File: config.mk
export PLATFORM = sky130hd
export DESIGN_NAME = ufs_frame_slave_port
export DESIGN_NICKNAME = d
export VERILOG_FILES = /design/src/ufs_pkg.sv /design/src/ufs_frame_slave_port.sv
export SDC_FILE = /design/constraint.sdc
export NUM_CORES = 1
export LEC_CHECK = 0
export ABC_CLOCK_PERIOD_IN_PS = 4700
export BUFFER_PORTS_ARGS = -buffer_cell sky130_fd_sc_hd__buf_2
export CAP_MARGIN = 10
export CORE_ASPECT_RATIO = 0.5
export CORE_MARGIN = 2
export CORE_UTILIZATION = 35
export DETAILED_ROUTE_END_ITERATION = 12
export PLACE_DENSITY_LB_ADDON = 0.08
export SYNTH_ARGS = -nofsm -noshare
export SYNTH_HDL_FRONTEND = slang
export SYNTH_SLANG_ARGS = --single-unit
File: constraint.sdc
create_clock -name i_clk -period 4.7 [get_ports i_clk]
set_clock_uncertainty 0.2 [all_clocks]
set_input_delay 0.47 -clock i_clk [delete_from_list [all_inputs] [get_ports i_clk]]
set_output_delay 0.47 -clock i_clk [all_outputs]
set_load 0.01 [all_outputs]
File: src/ufs_pkg.sv
// Constants, types and helpers for the frame slave port
package ufs_pkg;

    localparam int unsigned CLK_HZ = 40_000_000;
    localparam int unsigned CLK_MHZ = CLK_HZ / 1_000_000;
    localparam int unsigned RATE_MIN_HZ = 10_000;
    localparam int unsigned RATE_MAX_HZ = 1_000_000;
    localparam int unsigned BIT_CYC_MIN = CLK_HZ / RATE_MAX_HZ;
    localparam int unsigned BIT_CYC_MAX = CLK_HZ / RATE_MIN_HZ;

    localparam int PER_W = 13;
    localparam int SPAN_W = 16;
    // Sync byte gives five falling edges eight bit times apart end to end
    localparam logic [2:0] SYNC_FALLS = 3'h4;
    localparam int SYNC_SHIFT = 3;
    localparam logic [SPAN_W-1:0] SPAN_MIN = SPAN_W'(7 * BIT_CYC_MIN);
    localparam logic [SPAN_W-1:0] SPAN_MAX = SPAN_W'(9 * BIT_CYC_MAX);

    // Gap limit choices, in microseconds
    localparam int unsigned GAP_T_US0 = 1000;
    localparam int unsigned GAP_T_US1 = 2000;
    localparam int unsigned GAP_T_US2 = 5000;
    localparam int unsigned GAP_T_US3 = 10000;
    localparam int unsigned GAP_CYC0 = GAP_T_US0 * CLK_MHZ;
    localparam int unsigned GAP_CYC1 = GAP_T_US1 * CLK_MHZ;
    localparam int unsigned GAP_CYC2 = GAP_T_US2 * CLK_MHZ;
    localparam int unsigned GAP_CYC3 = GAP_T_US3 * CLK_MHZ;
    localparam int GAP_W = 20;

    localparam logic [7:0] CRC_SEED = 8'hFF;
    localparam logic [7:0] CRC_POLY = 8'h07;

    localparam int TS_LEN_LSB = 4;
    localparam int TS_BCAST = 6;
    localparam int TS_WRITE = 7;
    localparam logic [3:0] BCAST_ID = 4'h0;
    localparam int NV_TOP = 3;
    localparam logic NV_ID_TOP_DEFAULT = 1'b0;

    localparam logic [3:0] RX_LAST_BIT = 4'h9;
    localparam logic [3:0] TX_LAST_BIT = 4'h9;
    localparam int MAX_PAYLOAD = 8;

    typedef enum logic [3:0] {
        F_HUNT, F_SYNC, F_TSEL, F_PTR, F_DATA, F_CRC, F_EXEC, F_RDREQ, F_RDCAP, F_TX
    } ufs_state_t;

    function automatic logic [7:0] ufs_crc8(input logic [7:0] crc, input logic [7:0] data);
        logic [7:0] c;
        c = crc ^ data;
        for (int i = 0; i < 8; i++) begin
            c = c[7] ? ((c << 1) ^ CRC_POLY) : (c << 1);
        end
        return c;
    endfunction

    // Stop bit, data LSB first, start bit
    function automatic logic [9:0] ufs_uart_frame(input logic [7:0] data);
        return {1'b1, data, 1'b0};
    endfunction

endpackage

File: src/ufs_frame_slave_port.sv
// Frame receiver and responder for the multi-drop command link
module ufs_frame_slave_port
    import ufs_pkg::*;
#(
    parameter int unsigned P_GAP_CYC0 = GAP_CYC0,
    parameter int unsigned P_GAP_CYC1 = GAP_CYC1,
    parameter int unsigned P_GAP_CYC2 = GAP_CYC2,
    parameter int unsigned P_GAP_CYC3 = GAP_CYC3
) (
    input wire logic i_clk,
    input wire logic i_rst,
    input wire logic i_rx,
    output logic o_tx,
    input wire logic i_identity_pin_high,
    input wire logic i_identity_pin_mid,
    input wire logic i_identity_pin_low,
    input wire logic i_nv_valid,
    input wire logic i_nv_address_source_select,
    input wire logic [3:0] i_nv_slave_identity,
    input wire logic [1:0] i_frame_gap_limit_cfg,
    input wire logic [7:0] i_primary_fault_summary,
    output logic [7:0] o_reg_addr,
    output logic [7:0] o_reg_wdata,
    output logic o_reg_wr,
    output logic o_reg_rd,
    input wire logic [7:0] i_reg_rdata,
    output logic o_wdt_clear,
    output logic [3:0] o_slave_id,
    output logic o_pins_as_pwm
);

    localparam logic [PER_W-1:0] PER_LO = PER_W'(SPAN_MIN >> SYNC_SHIFT);
    localparam logic [PER_W-1:0] PER_HI = PER_W'(SPAN_MAX >> SYNC_SHIFT);
    // Input synchronisers
    logic rx_q1_r, rx_q2_r, rx_d3_r;
    logic [2:0] pin_q1_r, pin_q2_r;

    always_ff @(posedge i_clk) begin
        if (i_rst) begin
            rx_q1_r <= 1'b1;
            rx_q2_r <= 1'b1;
            rx_d3_r <= 1'b1;
            pin_q1_r <= 3'h0;
            pin_q2_r <= 3'h0;
        end else begin
            rx_q1_r <= i_rx;
            rx_q2_r <= rx_q1_r;
            rx_d3_r <= rx_q2_r;
            pin_q1_r <= {i_identity_pin_high, i_identity_pin_mid, i_identity_pin_low};
            pin_q2_r <= pin_q1_r;
        end
    end

    logic line_fall, line_edge;
    assign line_fall = rx_d3_r & ~rx_q2_r;
    assign line_edge = rx_d3_r ^ rx_q2_r;

    // Frame state declarations
    ufs_state_t state_r, state_nxt;
    logic [PER_W-1:0] bit_per_r, bit_per_nxt, tx_cnt_r, tx_cnt_nxt;
    logic [SPAN_W-1:0] span_r, span_nxt;
    logic [2:0] falls_r, falls_nxt;
    logic [GAP_W-1:0] gap_r, gap_nxt, gap_lim;
    logic [7:0] tsel_r, tsel_nxt, ptr_r, ptr_nxt, crc_r, crc_nxt, crc_upd;
    logic [7:0] reg_addr_nxt, reg_wdata_nxt;
    logic [2:0] idx_r, idx_nxt, last_idx;
    logic [7:0] pay_r [MAX_PAYLOAD];
    logic [7:0] pay_nxt [MAX_PAYLOAD];
    logic [9:0] tx_sh_r, tx_sh_nxt;
    logic [3:0] tx_idx_r, tx_idx_nxt, id_nxt;
    logic stat_r, stat_nxt, tx_nxt, reg_wr_nxt, reg_rd_nxt, wdt_nxt, pwm_nxt, nv_top;
    logic receiving, is_bcast, crc_ok, id_match, load_stat;

    // Byte receiver
    logic rx_busy_r, rx_busy_nxt;
    logic [3:0] rx_idx_r, rx_idx_nxt;
    logic [PER_W-1:0] rx_cnt_r, rx_cnt_nxt;
    logic [7:0] rx_sh_r, rx_sh_nxt;
    logic rx_done, rx_err;

    always_comb begin
        rx_busy_nxt = rx_busy_r;
        rx_idx_nxt = rx_idx_r;
        rx_cnt_nxt = rx_cnt_r;
        rx_sh_nxt = rx_sh_r;
        rx_done = 1'b0;
        rx_err = 1'b0;
        if (!receiving || state_r == F_SYNC) begin
            rx_busy_nxt = 1'b0;
        end else if (!rx_busy_r) begin
            if (line_fall) begin
                // Half a period lands the samples at bit centres
                rx_busy_nxt = 1'b1;
                rx_idx_nxt = 4'h0;
                rx_cnt_nxt = bit_per_r >> 1;
            end
        end else if (rx_cnt_r != '0) begin
            rx_cnt_nxt = rx_cnt_r - 1'b1;
        end else begin
            rx_cnt_nxt = bit_per_r - 1'b1;
            rx_idx_nxt = rx_idx_r + 4'h1;
            if (rx_idx_r == 4'h0) begin
                // A high start sample was only a glitch
                rx_busy_nxt = ~rx_q2_r;
            end else if (rx_idx_r == RX_LAST_BIT) begin
                rx_busy_nxt = 1'b0;
                rx_done = rx_q2_r;
                rx_err = ~rx_q2_r;
            end else begin
                rx_sh_nxt = {rx_q2_r, rx_sh_r[7:1]};
            end
        end
    end

    always_ff @(posedge i_clk) begin
        if (i_rst) begin
            rx_busy_r <= 1'b0;
            rx_idx_r <= 4'h0;
            rx_cnt_r <= '0;
            rx_sh_r <= 8'h00;
        end else begin
            rx_busy_r <= rx_busy_nxt;
            rx_idx_r <= rx_idx_nxt;
            rx_cnt_r <= rx_cnt_nxt;
            rx_sh_r <= rx_sh_nxt;
        end
    end

    // Frame decode, execution and response
    assign receiving = state_r inside {F_SYNC, F_TSEL, F_PTR, F_DATA, F_CRC};
    assign is_bcast = tsel_r[TS_BCAST];
    assign crc_upd = ufs_crc8(crc_r, rx_sh_r);
    assign crc_ok = (rx_sh_r == crc_r);
    assign last_idx = 3'((4'h1 << tsel_r[TS_LEN_LSB +: 2]) - 4'h1);
    assign nv_top = i_nv_valid ? i_nv_slave_identity[NV_TOP] : NV_ID_TOP_DEFAULT;
    // Broadcast needs both the frame and this slave at identity 0h
    assign id_match = is_bcast ? (o_slave_id == BCAST_ID && tsel_r[3:0] == BCAST_ID)
                               : (tsel_r[3:0] == o_slave_id);
    always_comb begin
        unique case (i_frame_gap_limit_cfg)
            2'h0: gap_lim = GAP_W'(P_GAP_CYC0);
            2'h1: gap_lim = GAP_W'(P_GAP_CYC1);
            2'h2: gap_lim = GAP_W'(P_GAP_CYC2);
            2'h3: gap_lim = GAP_W'(P_GAP_CYC3);
        endcase
    end

    always_comb begin
        state_nxt = state_r;
        bit_per_nxt = bit_per_r;
        span_nxt = span_r;
        falls_nxt = falls_r;
        tsel_nxt = tsel_r;
        ptr_nxt = ptr_r;
        crc_nxt = crc_r;
        idx_nxt = idx_r;
        pay_nxt = pay_r;
        tx_sh_nxt = tx_sh_r;
        tx_idx_nxt = tx_idx_r;
        tx_cnt_nxt = tx_cnt_r;
        stat_nxt = stat_r;
        tx_nxt = 1'b1;
        reg_addr_nxt = o_reg_addr;
        reg_wdata_nxt = o_reg_wdata;
        reg_wr_nxt = 1'b0;
        reg_rd_nxt = 1'b0;
        wdt_nxt = 1'b0;
        load_stat = 1'b0;
        gap_nxt = (line_edge || !receiving) ? '0 : gap_r + 1'b1;
        unique case (state_r)
            F_HUNT: begin
                if (line_fall) begin
                    state_nxt = F_SYNC;
                    span_nxt = '0;
                    falls_nxt = 3'h0;
                end
            end
            F_SYNC: begin
                span_nxt = span_r + 1'b1;
                if (span_r > SPAN_MAX) begin
                    state_nxt = F_HUNT;
                end else if (line_fall) begin
                    falls_nxt = falls_r + 3'h1;
                    if (falls_nxt == SYNC_FALLS) begin
                        if (span_r < SPAN_MIN) begin
                            state_nxt = F_HUNT;
                        end else begin
                            bit_per_nxt = PER_W'((span_r + 1'b1) >> SYNC_SHIFT);
                            crc_nxt = CRC_SEED;
                            state_nxt = F_TSEL;
                        end
                    end
                end
            end
            F_TSEL: begin
                if (rx_done) begin
                    tsel_nxt = rx_sh_r;
                    crc_nxt = crc_upd;
                    state_nxt = F_PTR;
                end
            end
            F_PTR: begin
                if (rx_done) begin
                    ptr_nxt = rx_sh_r;
                    crc_nxt = crc_upd;
                    idx_nxt = 3'h0;
                    state_nxt = tsel_r[TS_WRITE] ? F_DATA : F_CRC;
                end
            end
            F_DATA: begin
                if (rx_done) begin
                    pay_nxt[idx_r] = rx_sh_r;
                    crc_nxt = crc_upd;
                    idx_nxt = idx_r + 3'h1;
                    if (idx_r == last_idx) begin
                        state_nxt = F_CRC;
                    end
                end
            end
            F_CRC: begin
                if (rx_done) begin
                    idx_nxt = 3'h0;
                    if (crc_ok && id_match) begin
                        state_nxt = F_EXEC;
                        wdt_nxt = 1'b1;
                    end else begin
                        state_nxt = F_HUNT;
                    end
                end
            end
            F_EXEC: begin
                reg_addr_nxt = ptr_r + 8'(idx_r);
                if (tsel_r[TS_WRITE]) begin
                    reg_wr_nxt = 1'b1;
                    reg_wdata_nxt = pay_r[idx_r];
                    idx_nxt = idx_r + 3'h1;
                    if (idx_r == last_idx) begin
                        state_nxt = F_HUNT;
                        load_stat = ~is_bcast;
                    end
                end else begin
                    reg_rd_nxt = 1'b1;
                    state_nxt = F_RDREQ;
                end
            end
            F_RDREQ: state_nxt = F_RDCAP;
            F_RDCAP: begin
                if (is_bcast) begin
                    // Reads still happen so read side effects match
                    idx_nxt = idx_r + 3'h1;
                    state_nxt = (idx_r == last_idx) ? F_HUNT : F_EXEC;
                end else begin
                    tx_sh_nxt = ufs_uart_frame(i_reg_rdata);
                    tx_idx_nxt = 4'h0;
                    tx_cnt_nxt = bit_per_r - 1'b1;
                    stat_nxt = 1'b0;
                    state_nxt = F_TX;
                end
            end
            F_TX: begin
                tx_nxt = tx_sh_r[0];
                if (tx_cnt_r != '0) begin
                    tx_cnt_nxt = tx_cnt_r - 1'b1;
                end else if (tx_idx_r != TX_LAST_BIT) begin
                    tx_sh_nxt = {1'b1, tx_sh_r[9:1]};
                    tx_idx_nxt = tx_idx_r + 4'h1;
                    tx_cnt_nxt = bit_per_r - 1'b1;
                end else if (stat_r) begin
                    state_nxt = F_HUNT;
                end else if (idx_r == last_idx) begin
                    load_stat = 1'b1;
                end else begin
                    idx_nxt = idx_r + 3'h1;
                    state_nxt = F_EXEC;
                end
            end
        endcase
        if (load_stat) begin
            tx_sh_nxt = ufs_uart_frame(i_primary_fault_summary);
            tx_idx_nxt = 4'h0;
            tx_cnt_nxt = bit_per_r - 1'b1;
            stat_nxt = 1'b1;
            state_nxt = F_TX;
        end
        // Silent line or broken stop bit drops the partial frame
        if (receiving && (gap_r >= gap_lim || rx_err)) begin
            state_nxt = F_HUNT;
        end
        if (i_nv_valid && i_nv_address_source_select) begin
            id_nxt = i_nv_slave_identity;
            pwm_nxt = 1'b1;
        end else begin
            id_nxt = {nv_top, pin_q2_r};
            pwm_nxt = 1'b0;
        end
    end

    always_ff @(posedge i_clk) begin
        if (i_rst) begin
            state_r <= F_HUNT;
            bit_per_r <= PER_W'(BIT_CYC_MAX);
            span_r <= '0;
            falls_r <= 3'h0;
            gap_r <= '0;
            tsel_r <= 8'h00;
            ptr_r <= 8'h00;
            crc_r <= CRC_SEED;
            idx_r <= 3'h0;
            tx_sh_r <= 10'h3FF;
            tx_idx_r <= 4'h0;
            tx_cnt_r <= '0;
            stat_r <= 1'b0;
            o_tx <= 1'b1;
            o_reg_addr <= 8'h00;
            o_reg_wdata <= 8'h00;
            o_reg_wr <= 1'b0;
            o_reg_rd <= 1'b0;
            o_wdt_clear <= 1'b0;
            o_slave_id <= 4'h0;
            o_pins_as_pwm <= 1'b0;
        end else begin
            state_r <= state_nxt;
            bit_per_r <= bit_per_nxt;
            span_r <= span_nxt;
            falls_r <= falls_nxt;
            gap_r <= gap_nxt;
            tsel_r <= tsel_nxt;
            ptr_r <= ptr_nxt;
            crc_r <= crc_nxt;
            idx_r <= idx_nxt;
            tx_sh_r <= tx_sh_nxt;
            tx_idx_r <= tx_idx_nxt;
            tx_cnt_r <= tx_cnt_nxt;
            stat_r <= stat_nxt;
            o_tx <= tx_nxt;
            o_reg_addr <= reg_addr_nxt;
            o_reg_wdata <= reg_wdata_nxt;
            o_reg_wr <= reg_wr_nxt;
            o_reg_rd <= reg_rd_nxt;
            o_wdt_clear <= wdt_nxt;
            o_slave_id <= id_nxt;
            o_pins_as_pwm <= pwm_nxt;
        end
    end
    // Payload is data only, so it carries no reset
    always_ff @(posedge i_clk) begin
        pay_r <= pay_nxt;
    end
endmodule

Yosys cells after proc, flatten, opt, wreduce, memory -nomap -nowiden
Index checks and enable logic that the tools add are counted.

operators by class
  mux-type cells = 110
  eq/ne operators = 59
  magnitude comparators = 5
  shift operators = 1
  $add $sub $neg = 11
  reductions and logical operators = 52
  bitwise logic cells = 24

operator list
  operator                                             count
  two-way mux 4 bit                                    24
  two-way mux 13 bit                                   7
  case mux 20 bit (4 select lines)                     1
  bitwise mux 64 bit                                   1
  two-way mux 8 bit                                    8
  two-way mux 3 bit                                    21
  case mux 4 bit (10 select lines)                     1
  subtractor 13 x 1 -> 13 bit (second input constant)  3
  inequality test 2 bit (second input constant)        17
  inequality test 3 bit (second input constant)        11
  case mux 16 bit (2 select lines)                     1
  two-way mux 1 bit                                    31
  two-way mux 10 bit                                   3
  case mux 13 bit (2 select lines)                     1
  nonzero test 13 bit                                  2
  binary-select mux 8 bit (select 3 bit)               1
  demux 8 bit (select 3 bit)                           1
  NOT 3 bit                                            8
  AND reduction 12 bit                                 2
  adder 20 x 1 -> 20 bit (second input constant)       1
  >= comparator 20 bit                                 1
  case mux 10 bit (2 select lines)                     1
  adder 16 x 1 -> 16 bit (second input constant)       1
  == test 4 x 3 -> 1 bit (second input constant)       4
  other kinds (53)                                     110

storage, ports and cells
  register bits after elaboration = 235
  input bits = 30
  output and inout port bits = 25
  word-level logic and storage cells = 302

Depth between registers and ports, before layout
  word-level depth = 19
  mapped depth = 11
  gate-level depth less buffers = 11

Worst setup path after synthesis
No wires, ideal clock.

  path type = reg-to-reg
  start = register rx_cnt_r[4]
  end = register pay_r[56] in the netlist's numbering, enable pin
  stages on the path, launching flop included = 7
  library setup time = 0.383 ns
  path buffers = 1
  setup slack = 1.431 ns
  data arrival time = 2.686 ns
  required time = 4.117 ns
  path through = dfxtp_1 > or4_1 > buf_6 > nor4_4 > nand3_1 > or4_1 > nor3_1

on the way
  word-level cells in the longest chain between the ends = 5

RTL lines
  what                                  line                         text
  start, declared                       ufs_frame_slave_port.sv:77   logic [PER_W-1:0] rx_cnt_r, rx_cnt_nxt;
  start signal, assigned                ufs_frame_slave_port.sv:124  rx_cnt_r <= rx_cnt_nxt;
  nonzero test 13 bit                   ufs_frame_slave_port.sv:97   end else if (rx_cnt_r != '0) begin
  two-way mux 1 bit                     ufs_frame_slave_port.sv:97
  two-way mux 1 bit                     ufs_frame_slave_port.sv:90   end else if (!rx_busy_r) begin
  two-way mux 1 bit                     ufs_frame_slave_port.sv:88   if (!receiving || state_r == F_SYNC) begin
  AND reduction 2 bit (no source line)  -
  end signal, assigned                  ufs_frame_slave_port.sv:347  pay_r <= pay_nxt;
  end, declared                         ufs_frame_slave_port.sv:67   logic [7:0] pay_r [MAX_PAYLOAD];

Every way passes these cells.
A chain may end at the register's enable or synchronous reset.

Worst setup path in the final report
  start = register rx_cnt_r[4]
  end = register pay_r[13] in the netlist's numbering, enable pin

The elaborated chain is that of the path after synthesis.

==> impl_results.md <==
- Period utilisation layout: 0.761
- Clock latency at the later pin of the worst-skew pair: ~0.55 ns
- Reg2reg start: rx_cnt_r[4]
- Core area: between 30,000 and 40,000 um^2
- Lkg Pwr: 4.94 nW
- Die Y: 134 um
- Worst Hold Depth: 3
- # diodes: 0
- Via density: approximately 5.4
- Hold path start: i_nv_address_source_select
- Critical Path RT: 4.69 ns
- Synth Net Count: 1,346
- DIE AREA: 35,500 um^2
- Detailed Routing Iterations Pass 1: 6
- Drt wl/cell: 17.5 um
- Count of cell types in the netlist: between 70 and 80
- Post-synth ARST share: 0
- Cell taking the most area after synthesis: dfxtp_1
- Post-CTS Resized: 0
- Post-route antenna net violation count: 0
- Sink Count: 234
- Worst path most repeated cell: or4_1
- Hold Crit Class: in2reg
- Hold EP: o_pins_as_pwm
- Top FF cell, synth: dfxtp_1
- #FFs+latches synth: 234
- DP Cell Count: 1,720
- Post-route DRC: 0
- Clk buf depth: 3
- Vias: 9,577
- Slowest library cell on the worst path: or4_1
- Final setup violation count: 0
- Critical Path Start Type: flop
- Crit path time final: 3.58 ns
- Vias in the first global route: around 9,000
- Final hold viol count: 0
- Worst Max-Slew Pin Slew: 1.02 ns
- Relative slew margins: 0.320
- Post-synth EDFFs: 64
- First-pass GRT wire length: 49,600 um
- Worst Path Arrival: 3.57 ns
- Fin cells: 1,783
- Syn Inst Count: 1,275
- RSZ-0062 raised after global routing: no
- Top cells by area, synth: dfxtp_1, edfxtp_1, nor2_1
- DRT iter0 DRCs: 677
- Worst-path clk slew: 0.07 ns
- Row count: 47
- Synth Cell Area: 11,900 um^2
- Status: finished, final reports clean
- I/O pins: 55
- FF-to-FF End: pay_r[13]
- CP Class: reg2reg
- Flop-to-flop setup slack: 1.12 ns
- CP cell instances: or4_1, nor4_4, nand3_1, or4_1, nor2_1
- Port bufs: 54
- Synthesized area per cell: 9.30 um^2
- CTS tree: done
- # H-tree levels: 1
- PwrDens: approximately 310 nW/um^2
- Max FO, Critical Path: 9
- Root buf cell: clkbuf_16
- Fmax: between 200 and 300 MHz
- Final #Nets: 1,396
- Count leader, synth: dfxtp_1
- Slowest stage delay, CP: 0.74 ns
- Largest net degree at the start of global routing: 65
- Initial Utilization: 0.357
- Seq/Total Area, Yosys: 0.449
- CTS Buf Count: 23
- Total track usage: 0.175
- Initial antenna violation count: 0
- Setup TNS: 0 ns
- Total congestion overflow: 0
- Synth top area share: 0.287
- Hpwl dp: roughly 22,000 um
- Post-synth top cells: dfxtp_1, nor2_1, nand2_1
- Width of the die: between 200 and 300 um
- Max_cap viols: 0
- Reg2reg path depth: 5
- Layout area overhead: 14.3%
- CP endpoint kind: flop
- Yosys warnings: 0
- Final slew viol count: 0
- Final WL: 31,200 um
- Worst vdd ir: 132 uV
- Share of layout cells above drive strength 1: 0.108
- Routability cong.: 0.809
-- registers in the layout, indices dropped and copies added, names as in the netlist, 8 cells and up --
name and flops:
pay_r 64, gap_r 20, tx_sh_r 9, crc_r 8
bit_per_r 13, rx_cnt_r 13, o_reg_wdata 8, ptr_r 8
span_r 16, tx_cnt_r 13, rx_sh_r 8, tsel_r 8
o_reg_addr 8
-- metal layers --
| layer | track usage | routed length, um | up-vias |
|---|---|---|---|
| met3 | 0.0286 | 1200 | 36 |
| met5 | 0 | 0 | - |
| li1 | - | - | 4733 |
| met2 | 0.302 | 14700 | 166 |
| met1 | 0.234 | 14800 | 4642 |
| met4 | 0.0294 | 460 | 0 |
-- how the worst max path moves through the flow --
stage / startpoint / to / cells past startpoint
2_1_floorplan: rx_cnt_r[4] / pay_r[56] / 6
3_3_place_gp: rx_cnt_r[4] / pay_r[12] / 5
3_5_place_dp: rx_cnt_r[4] / pay_r[9] / 5
4_1_cts: rx_cnt_r[4] / pay_r[14] / 5
5_1_grt: idx_r[2] / tx_sh_r[8] / 7
6_report: rx_cnt_r[4] / pay_r[13] / 5
-- report_power, final --
group          leakage (nW)  switching [mW]  total [mW]  internal, mW
logic                  2.61           0.144       0.226        0.0822
clock network         0.372           0.834        1.88          1.05
registers              1.97          0.0141        2.08          2.07
total                  4.94           0.992        4.19          3.20
-- critical path, delay by kind of cell (launching register included) --
family	cells	cell delay [ns]
and+or+nand+nor	5	2.67
DFF	1	0.36
-- stage by stage --
step / area (um^2) / hold WS (ns) / setup WS [ns] / power [mW] / util
floorplan: 11900 / 0.189 / 1.43 / 2.26 / -
global placement: 12600 / 0.193 / 1.21 / 2.34 / 0.379
detailed placement: 12600 / 0.195 / 1.12 / 2.34 / 0.379
CTS: 13600 / 0.0206 / 1.15 / 4.26 / 0.408
global route: 13600 / 0.0480 / 0.960 / 4.37 / 0.408
finish: 13600 / 0.0522 / 1.12 / 4.19 / 0.408
-- cells by family after synthesis --
kind of cell,Yosys count,synth area share
AOI/OAI and AO/OA,271,0.153
xor gates and xnor gates,82,0.0606
adders and majority gates,41,0.0439
buffers and inverters,134,0.0437
DFF,234,0.449
muxes,51,0.0515
and+or+nand+nor,462,0.198
-- repair_timing --
action / 4_1_cts / 5_1_grt
hold endpoints to repair: 16 / 0
buffers inserted: 0 / 0
hold buffers: 21 / 0
-- layout make-up --
type                    instances  area, um^2
repair buffers                103         693
inverters                      56         210
multi-input cells             907        6020
clock inverters                14         138
fillers                      3286       19700
clock buffers                  28         614
flip-flops and latches        234        5330
well taps                     441         552
-- cells in the final DEF (no fill, tap or decap), drive strengths merged, types with 9 or more instances in the layout --
master       Yosys  final
clkbuf          65     28
nor4            14     14
nor2           140    140
or2              9      9
a22oi           16     16
edfxtp          64     64
nand3           37     37
dlygate4sd3      0     21
o21ai           50     50
or4             13     13
a31oi            9      9
o22ai           11     11
clkinv           1     11
nor2b           13     13
and3            15     15
or3             20     20
a21oi           72     72
mux2i           43     43
nand2          102    102
nor3            43     43
o211ai          11     11
buf             13     82
inv             55     56
a211oi          18     18
nor3b           10     10
ha              40     40
a221oi          17     17
dfxtp          170    170
xor2            28     28
xnor2           54     54
(Power assumes the default switching activity.)
